### config.mk
export PLATFORM = sky130hd
export DESIGN_NAME = boot_mode_selector
export DESIGN_NICKNAME = d
export VERILOG_FILES = /design/src/inc/boot_sel_pkg.sv /design/src/rtl/boot_mode_selector.sv /design/src/rtl/btn_debounce.sv
export SDC_FILE = /design/constraint.sdc
export NUM_CORES = 1
export LEC_CHECK = 0
export BUFFER_PORTS_ARGS = -buffer_cell sky130_fd_sc_hd__buf_2
export CORE_MARGIN = 10
export CORE_UTILIZATION = 60
export CTS_CLUSTER_DIAMETER = 60
export DETAILED_ROUTE_END_ITERATION = 16
export GPL_TIMING_DRIVEN = 0
export PLACE_DENSITY = 0.78
export SLEW_MARGIN = 10
export SYNTH_ARGS = -nofsm -noshare
export SYNTH_HDL_FRONTEND = slang
export SYNTH_SLANG_ARGS = --single-unit
### constraint.sdc
create_clock -name mclk_i -period 3.35 [get_ports mclk_i]
set_clock_uncertainty 0.05 [all_clocks]
set_input_delay 0.67 -clock mclk_i [delete_from_list [all_inputs] [get_ports mclk_i]]
set_output_delay 0.67 -clock mclk_i [all_outputs]
set_load 0.05 [all_outputs]
### src/inc/boot_sel_pkg.sv
package boot_sel_pkg;

  // Clock and timing figures
  localparam int unsigned CLK_HZ = 100_000_000;
  localparam int unsigned CYC_PER_MS = CLK_HZ / 1000;
  localparam int unsigned T_REPRESS_MS = 15000;
  localparam int unsigned T_HOLD_MIN_MS = 10000;
  localparam int unsigned T_HOLD_MAX_MS = 15000;
  localparam int unsigned T_SWITCH_MS = 60000;
  localparam int unsigned T_DEBOUNCE_MS = 20;
  localparam int unsigned FLASH_HZ = 8;

  localparam int TMR_W = 33;
  localparam int FLASH_W = 24;

  // Derived cycle counts; the switch product exceeds 32 bits, so the timer counts are formed in 64 bits
  localparam logic [TMR_W-1:0] CYC_REPRESS = TMR_W'(64'(T_REPRESS_MS) * 64'(CYC_PER_MS));
  localparam logic [TMR_W-1:0] CYC_HOLD_MIN = TMR_W'(64'(T_HOLD_MIN_MS) * 64'(CYC_PER_MS));
  localparam logic [TMR_W-1:0] CYC_HOLD_MAX = TMR_W'(64'(T_HOLD_MAX_MS) * 64'(CYC_PER_MS));
  localparam logic [TMR_W-1:0] CYC_SWITCH = TMR_W'(64'(T_SWITCH_MS) * 64'(CYC_PER_MS));
  localparam logic [TMR_W-1:0] CYC_DEBOUNCE = TMR_W'(64'(T_DEBOUNCE_MS) * 64'(CYC_PER_MS));
  localparam logic [FLASH_W-1:0] CYC_FLASH_HALF = FLASH_W'(CLK_HZ / (2 * FLASH_HZ));

  // Object dictionary entries that commit settings
  localparam logic [15:0] OBJ_SAVE_DEV_IDX = 16'h3020;
  localparam logic [7:0] OBJ_SAVE_DEV_SUB = 8'h02;
  localparam logic [15:0] OBJ_SAVE_MEAS_IDX = 16'h3022;
  localparam logic [7:0] OBJ_SAVE_MEAS_SUB = 8'h03;

  typedef enum logic {
    MODE_SETUP = 1'b0,
    MODE_FIELDBUS = 1'b1
  } boot_mode_t;

  localparam boot_mode_t RST_BOOT_MODE = MODE_FIELDBUS;

  typedef enum logic [2:0] {
    S_BOOT = 3'b000,
    S_RUN = 3'b001,
    S_REL_WAIT = 3'b010,
    S_WAIT_PRESS = 3'b011,
    S_HOLD = 3'b100,
    S_RED = 3'b101,
    S_SWITCH = 3'b110,
    S_REBOOT = 3'b111
  } sel_state_t;

  typedef struct packed {
    logic valid;
    logic [15:0] index;
    logic [7:0] sub;
  } sdo_wr_t;

  typedef struct packed {
    logic yellow;
    logic red;
  } led_t;

  typedef struct packed {
    logic req;
    boot_mode_t mode;
  } nvm_wr_t;

endpackage : boot_sel_pkg

### src/rtl/boot_mode_selector.sv
`timescale 1ns/1ps
module boot_mode_selector
  import boot_sel_pkg::*;
#(
  parameter logic [TMR_W-1:0] REPRESS_CYC = CYC_REPRESS,
  parameter logic [TMR_W-1:0] HOLD_MIN_CYC = CYC_HOLD_MIN,
  parameter logic [TMR_W-1:0] HOLD_MAX_CYC = CYC_HOLD_MAX,
  parameter logic [TMR_W-1:0] SWITCH_CYC = CYC_SWITCH,
  parameter logic [TMR_W-1:0] DEBOUNCE_CYC = CYC_DEBOUNCE,
  parameter logic [FLASH_W-1:0] FLASH_HALF_CYC = CYC_FLASH_HALF
) (
  // Clock and reset
  input wire logic mclk_i,
  input wire logic arst_n_i,
  // Operator button, high while pressed
  input wire logic btn_i,
  // Stored boot mode
  input wire logic nvm_valid_i,
  input wire boot_mode_t nvm_mode_i,
  output nvm_wr_t nvm_wr_o,
  // Decoded fieldbus object writes
  input wire sdo_wr_t sdo_wr_i,
  output logic save_dev_o,
  output logic save_meas_o,
  // Setup interface
  input wire logic setup_fb_sel_i,
  output logic setup_drop_o,
  // Firmware switch and restart
  output logic fw_switch_o,
  input wire logic fw_done_i,
  output logic reboot_o,
  output boot_mode_t boot_mode_o,
  // Indicator
  output led_t status_indicator_led_o
);

  sel_state_t state;
  sel_state_t next_state;
  logic [TMR_W-1:0] timer;
  logic [TMR_W-1:0] next_timer;
  logic [FLASH_W-1:0] flash_cnt;
  logic flash_phase;
  logic btn_db;

  // Filtered button level
  btn_debounce #(
    .STABLE_CYC(DEBOUNCE_CYC)
  ) u_debounce (
    .mclk_i(mclk_i),
    .arst_n_i(arst_n_i),
    .raw_i(btn_i),
    .clean_o(btn_db)
  );

  // Timer expiry decodes
  wire boot_hit = timer == DEBOUNCE_CYC;
  wire repress_hit = timer == REPRESS_CYC - 33'h1;
  wire hold_min_hit = timer == HOLD_MIN_CYC - 33'h1;
  wire hold_max_hit = timer == HOLD_MAX_CYC - 33'h1;
  wire switch_hit = timer == SWITCH_CYC - 33'h1;
  wire flash_tick = flash_cnt == FLASH_HALF_CYC - 24'h1;

  // Object dictionary decodes; the SDO protocol itself lives upstream
  wire save_dev_hit = sdo_wr_i.valid && sdo_wr_i.index == OBJ_SAVE_DEV_IDX
                      && sdo_wr_i.sub == OBJ_SAVE_DEV_SUB;
  wire save_meas_hit = sdo_wr_i.valid && sdo_wr_i.index == OBJ_SAVE_MEAS_IDX
                       && sdo_wr_i.sub == OBJ_SAVE_MEAS_SUB;

  // A setup request is meaningful only while running in setup mode
  wire setup_req = state == S_RUN && setup_fb_sel_i && boot_mode_o == MODE_SETUP;
  wire switch_end = state == S_SWITCH && (fw_done_i || switch_hit);
  wire stored_mode_fb = nvm_valid_i ? (nvm_mode_i == MODE_FIELDBUS) : 1'b1;

  always_comb begin
    next_state = state;
    case (state)
      // Debouncer needs one full interval before the power-up level is trusted
      S_BOOT: begin
        if (boot_hit) begin
          next_state = btn_db ? S_REL_WAIT : S_RUN;
        end
      end
      S_RUN: begin
        if (setup_req) begin
          next_state = S_SWITCH;
        end
      end
      S_REL_WAIT: begin
        if (!btn_db) begin
          next_state = S_WAIT_PRESS;
        end
      end
      S_WAIT_PRESS: begin
        if (btn_db) begin
          next_state = S_HOLD;
        end else if (repress_hit) begin
          next_state = S_RUN;
        end
      end
      S_HOLD: begin
        if (!btn_db) begin
          next_state = S_RUN;
        end else if (hold_min_hit) begin
          next_state = S_RED;
        end
      end
      // Timer keeps running from the start of the second press
      S_RED: begin
        if (!btn_db) begin
          next_state = S_SWITCH;
        end else if (hold_max_hit) begin
          next_state = S_RUN;
        end
      end
      S_SWITCH: begin
        if (switch_end) begin
          next_state = S_REBOOT;
        end
      end
      S_REBOOT: begin
        next_state = S_BOOT;
      end
      default: begin
        next_state = S_BOOT;
      end
    endcase
  end

  // Timer restarts on every state change except hold into red
  wire timer_clear = (next_state != state && next_state != S_RED) || state == S_RUN;
  assign next_timer = timer_clear ? '0 : timer + 33'h1;

  always_ff @(posedge mclk_i or negedge arst_n_i) begin
    if (!arst_n_i) begin
      state <= S_BOOT;
      timer <= '0;
    end else begin
      state <= next_state;
      timer <= next_timer;
    end
  end

  // Single 8 Hz flash source shared by both colours
  always_ff @(posedge mclk_i or negedge arst_n_i) begin
    if (!arst_n_i) begin
      flash_cnt <= '0;
      flash_phase <= 1'b0;
    end else begin
      flash_cnt <= flash_tick ? '0 : flash_cnt + 24'h1;
      flash_phase <= flash_phase ^ flash_tick;
    end
  end

  wire yellow_state = next_state == S_REL_WAIT || next_state == S_WAIT_PRESS
                      || next_state == S_HOLD || next_state == S_SWITCH;
  wire red_state = next_state == S_RED;
  wire next_phase = flash_phase ^ flash_tick;

  // Boot mode: captured once the power-up check finishes, forced by a switch
  always_ff @(posedge mclk_i or negedge arst_n_i) begin
    if (!arst_n_i) begin
      boot_mode_o <= RST_BOOT_MODE;
    end else if (state == S_BOOT && boot_hit) begin
      boot_mode_o <= stored_mode_fb ? MODE_FIELDBUS : MODE_SETUP;
    end else if (switch_end) begin
      boot_mode_o <= MODE_FIELDBUS;
    end
  end

  always_ff @(posedge mclk_i or negedge arst_n_i) begin
    if (!arst_n_i) begin
      status_indicator_led_o <= '0;
      save_dev_o <= 1'b0;
      save_meas_o <= 1'b0;
      setup_drop_o <= 1'b0;
      fw_switch_o <= 1'b0;
      reboot_o <= 1'b0;
      nvm_wr_o <= '0;
    end else begin
      status_indicator_led_o.yellow <= yellow_state && next_phase;
      status_indicator_led_o.red <= red_state && next_phase;
      save_dev_o <= save_dev_hit;
      save_meas_o <= save_meas_hit;
      setup_drop_o <= setup_req;
      fw_switch_o <= next_state == S_SWITCH;
      reboot_o <= switch_end;
      nvm_wr_o.req <= switch_end;
      nvm_wr_o.mode <= MODE_FIELDBUS;
    end
  end
endmodule : boot_mode_selector

### src/rtl/btn_debounce.sv
`timescale 1ns/1ps
module btn_debounce
  import boot_sel_pkg::*;
#(
  parameter logic [TMR_W-1:0] STABLE_CYC = CYC_DEBOUNCE
) (
  // Clock and reset
  input wire logic mclk_i,
  input wire logic arst_n_i,
  // Raw and filtered level
  input wire logic raw_i,
  output logic clean_o
);

  logic [TMR_W-1:0] cnt;
  wire differs = raw_i != clean_o;
  wire settled = differs && (cnt == STABLE_CYC - 33'h1);

  // Any bounce back to the old level restarts the count
  always_ff @(posedge mclk_i or negedge arst_n_i) begin
    if (!arst_n_i) begin
      cnt <= '0;
      clean_o <= 1'b0;
    end else begin
      cnt <= (differs && !settled) ? cnt + 33'h1 : '0;
      if (settled) begin
        clean_o <= raw_i;
      end
    end
  end

endmodule : btn_debounce

==> load_flow_metrics.sql <==
INSERT INTO impl_metrics (metric_group, metric, value, unit) VALUES
('worst_setup_path', 'setup.worst_path.start_class', 'flip-flop', ''),
('die', 'die_height', '114', 'µm'),
('clocking', 'post_cts.resized_instances', '0', ''),
('cells_and_area', 'fillCellCount', '707', ''),
('run_status', 'result_of_the_run', 'completed', ''),
('worst_setup_path', 'setup_crit_end_kind', 'flip-flop', ''),
('timing', 'crit_path_time_final', '3.13', 'ns'),
('synthesis', 'synth_nets', '593', ''),
('cells_and_area', 'area_growth_syn_to_layout', '10.7', '%'),
('timing', 'setup-violations-final', '0', ''),
('clocking', 'tritoncts_num_sinks', '104', ''),
('die', 'die_area', '13000', 'µm²'),
('global_route', 'groute.layer.met2.usage', '31.3', '%'),
('cells_and_area', 'finish.net_count', '646', ''),
('timing', 'rsz0062_at_grt', 'false', ''),
('synthesis', 'dominant_combinational_cell_family_by_area_after_synthesis', 'simple AND/OR/NAND/NOR gates', ''),
('synthesis', 'compound_gate_portion_of_the_synthesized_area', '3.96', '%'),
('timing', 'transition_time_of_the_tightest_slew_check_pin', '0.801', 'ns'),
('global_route', 'total_routing_usage_gr', '17.9', '%'),
('power_and_ir_drop', 'power.leakage', '0.00250', 'µW'),
('die', 'top_level_ports', '42', ''),
('worst_setup_path', 'worstPathArrival', '3.33', 'ns'),
('power_and_ir_drop', 'totalPowerFinal', '3030', 'µW'),
('timing', 'final_report_hold_violation_count', '0', ''),
('global_route', 'number_of_global_route_vias_before_repair', '4235', ''),
('synthesis', 'syn-mean-instance-area', '9.52', 'µm²'),
('global_route', 'gr-max-usage-layer', 'met2', ''),
('clocking', 'cts_hold_repair.buffers', '0', ''),
('global_route', 'grt_max_degree', '62', ''),
('clocking', 'root_buffer', 'clkbuf_8', ''),
('synthesis', 'yosysWarnings', '0', ''),
('route', 'wl_per_cell', '15.4', 'µm'),
('worst_setup_path', 'crit_chain', 'or4b_1, or4_4, nor4_1, o2bb2ai_1, o21ai_1, a2bb2oi_4, buf_6, nor2_1', ''),
('synthesis', 'synth.yosys.seq_area_share', '49.1', '%'),
('global_route', 'grt_remaining_overflow', '0', ''),
('timing', 'setup_total_negative_slack', '0', 'ns'),
('synthesis', 'ys_dominant_reg_cell', 'dfrtp_1', ''),
('timing', 'timing.fmax', '0.320', 'GHz'),
('timing', 'hold_ws', '0.247', 'ns'),
('worst_setup_path', 'worst_endpoint_required_time', '3.55', 'ns'),
('cells_and_area', 'layout.area.seq', '2600', 'µm²'),
('worst_setup_path', 'timing.critical_path.slowest_cell_delay', '0.59', 'ns'),
('synthesis', 'postSynthCellCount', '557', ''),
('synthesis', 'arithmetic_cell_share_of_the_synthesized_area_counting_full_adders_half_adders_and_majority_gates', '0.944', '%'),
('worst_hold_path', 'min-delay-path-class', 'input port to async pin', ''),
('global_route', 'globalRouteMet1Util', '21.1', '%'),
('clocking', 'tritoncts', 'built', ''),
('die', 'floorplan.initialDensity', '61.1', '%'),
('synthesis', 'yosys.area_share.xor_xnor', '13.0', '%'),
('power_and_ir_drop', 'peak_supply_drop', '684', 'µV'),
('synthesis', 'yosys.cell_types.count', '52', ''),
('cells_and_area', 'n_antenna_cell', '0', ''),
('timing', 'final-max-slew-violation-count', '0', ''),
('route', 'drt-pass1-iter-count', '4', ''),
('synthesis', 'synth_area', '5300', 'µm²'),
('flow_run', 'max_cap_viol_count', '0', ''),
('timing', 'fin_crit_sh', '93.3', '%'),
('placement', 'numPortBuffers', '41', ''),
('global_route', 'antenna_found_initial', '0', ''),
('route', 'route.detailed.vias_per_inst', '5.69', ''),
('die', 'core_area', '8680', 'µm²'),
('clocking', 'cts_post_setup_buffers_inserted', '0', ''),
('synthesis', 'area_share_of_and_or_nand_nor_cells_after_synthesis', '29.6', '%'),
('global_route', 'use_met3', '3.73', '%'),
('clocking', 'path_clk_slew', '0.10', 'ns'),
('power_and_ir_drop', 'cellPowerDensity', '515', 'nW/µm²'),
('cells_and_area', 'final_util', '67.6', '%'),
('worst_setup_path', 'timing.setup.critical_path_class', 'flip-flop to flip-flop', ''),
('placement', 'gp_congestion', '0.953', ''),
('placement', 'placed_cell_area', '5670', 'µm²'),
('cells_and_area', 'drive_gt1_share', '13.3', '%');
[Yosys cell counts (2+ instances only)]
master    instances  area (µm²)
a21oi_1           6        30.0
a31oi_1           3        18.8
and2_1            4        25.0
and3_1           15        93.8
and4_1            5        43.8
buf_6             2        22.5
clkbuf_1         11        41.3
dfrtp_1         103        2580
ha_1              4        50.1
inv_1            15        56.3
nand2_1          46         173
nand2b_1          3        18.8
nand3_1          42         210
nand3b_1          2        15.0
nand4_1          14        87.6
nand4b_1          2        17.5
nor2_1           91         342
nor2_2           10        62.6
nor2b_1           9        56.3
nor3_1           15        75.1
nor4_1           17         106
nor4b_1           8        70.1
nor4bb_1          3        30.0
o21ai_0          14        70.1
or2_2             3        18.8
or3_1             6        37.5
or4_4             2        22.5
xnor2_1          41         359
xor2_1           38         333
[final timing paths]
check / endpoint / start / cells past startpoint / slack (ns)
worst max register to register: timer[15] / timer[14] / 8 / 0.22
min in group mclk_i: boot_mode_o / nvm_valid_i / 2 / 0.40
worst min-delay path: u_debounce.cnt[23] / arst_n_i / 1 / 0.25
worst max-delay path: timer[15] / timer[14] / 8 / 0.22
max in group asynchronous: boot_mode_o / arst_n_i / 2 / 2.27
worst min register to register: flash_cnt[0] / flash_cnt[0] / 1 / 0.41
[per-layer routing]
| layer | up-vias | share of wire [%] |
|---|---|---|
| li1 | 2012 | - |
| met1 | 2004 | 42 |
| met2 | 74 | 53 |
| met3 | 21 | 2.9 |
| met4 | 0 | 2.1 |
| met5 | - | 0 |
[power by group]
| group | switching (µW) | leakage (µW) | total (µW) | internal (µW) |
|---|---|---|---|---|
| clock | 432 | 0.0000904 | 782 | 350 |
| combinational | 534 | 0.000987 | 890 | 356 |
| sequential | 47.0 | 0.00142 | 1350 | 1310 |
[placed cells by master, fill, tap and decap left out, types with 3 or more instances in the layout]
master	netlist	layout
dfrtp_1	103	103
nor2_1	91	91
nand2_1	46	46
nand3_1	42	42
buf_2	1	41
xnor2_1	41	41
xor2_1	38	38
nor4_1	17	17
nor3_1	15	15
and3_1	15	15
inv_1	15	15
nand4_1	14	14
o21ai_0	14	14
clkbuf_1	11	12
nor2_2	10	10
nor2b_1	9	9
clkbuf_8	0	9
nor4b_1	8	8
or3_1	6	6
a21oi_1	6	6
and4_1	5	5
and2_1	4	4
ha_1	4	4
nor4bb_1	3	3
nand2b_1	3	3
or2_2	3	3
a31oi_1	3	3
clkinvlp_4	0	3
[flip-flops by register name (all words and copies together) (netlist names), 2 cells and up]
| register | cells |
|---|---|
| timer | 33 |
| u_debounce.cnt | 33 |
| flash_cnt | 24 |
| state | 3 |
| status_indicator_led_o | 2 |
[logic make-up after synthesis]
kind of cell / after synthesis
adder cells (fa/ha/maj): 4
XOR/XNOR: 79
multiplexers: 2
flip-flops: 104
AND/OR/NAND/NOR: 304
AO/OA/AOI/OAI: 32
buffers and inverters: 31
other: 1
[final cells by class]
class	instances	share of cell area, %
Buffer	16	1.64
Clock inverter	6	1.17
Sequential cell	104	44.4
Multi-Input combinational cell	422	43.4
Clock buffer	10	2.17
Tap cell	108	2.30
Inverter	15	0.959
Timing Repair Buffer	42	4.01
[worst max-delay path, delay by kind of cell (launching register included)]
kind	cells	cell delay [ns]
buffers and inverters	1	0.20
AO/OA/AOI/OAI	3	0.78
flip-flops	1	0.48
AND/OR/NAND/NOR	4	1.50
[per-stage QoR]
stage,instances,setup WS (ns)
floorplan,557,0.558
global placement,706,0.305
detailed placement,707,0.266
CTS,723,0.243
global route,723,0.0541
finish,723,0.224
Note: power is estimated with default switching activity, not from simulation.
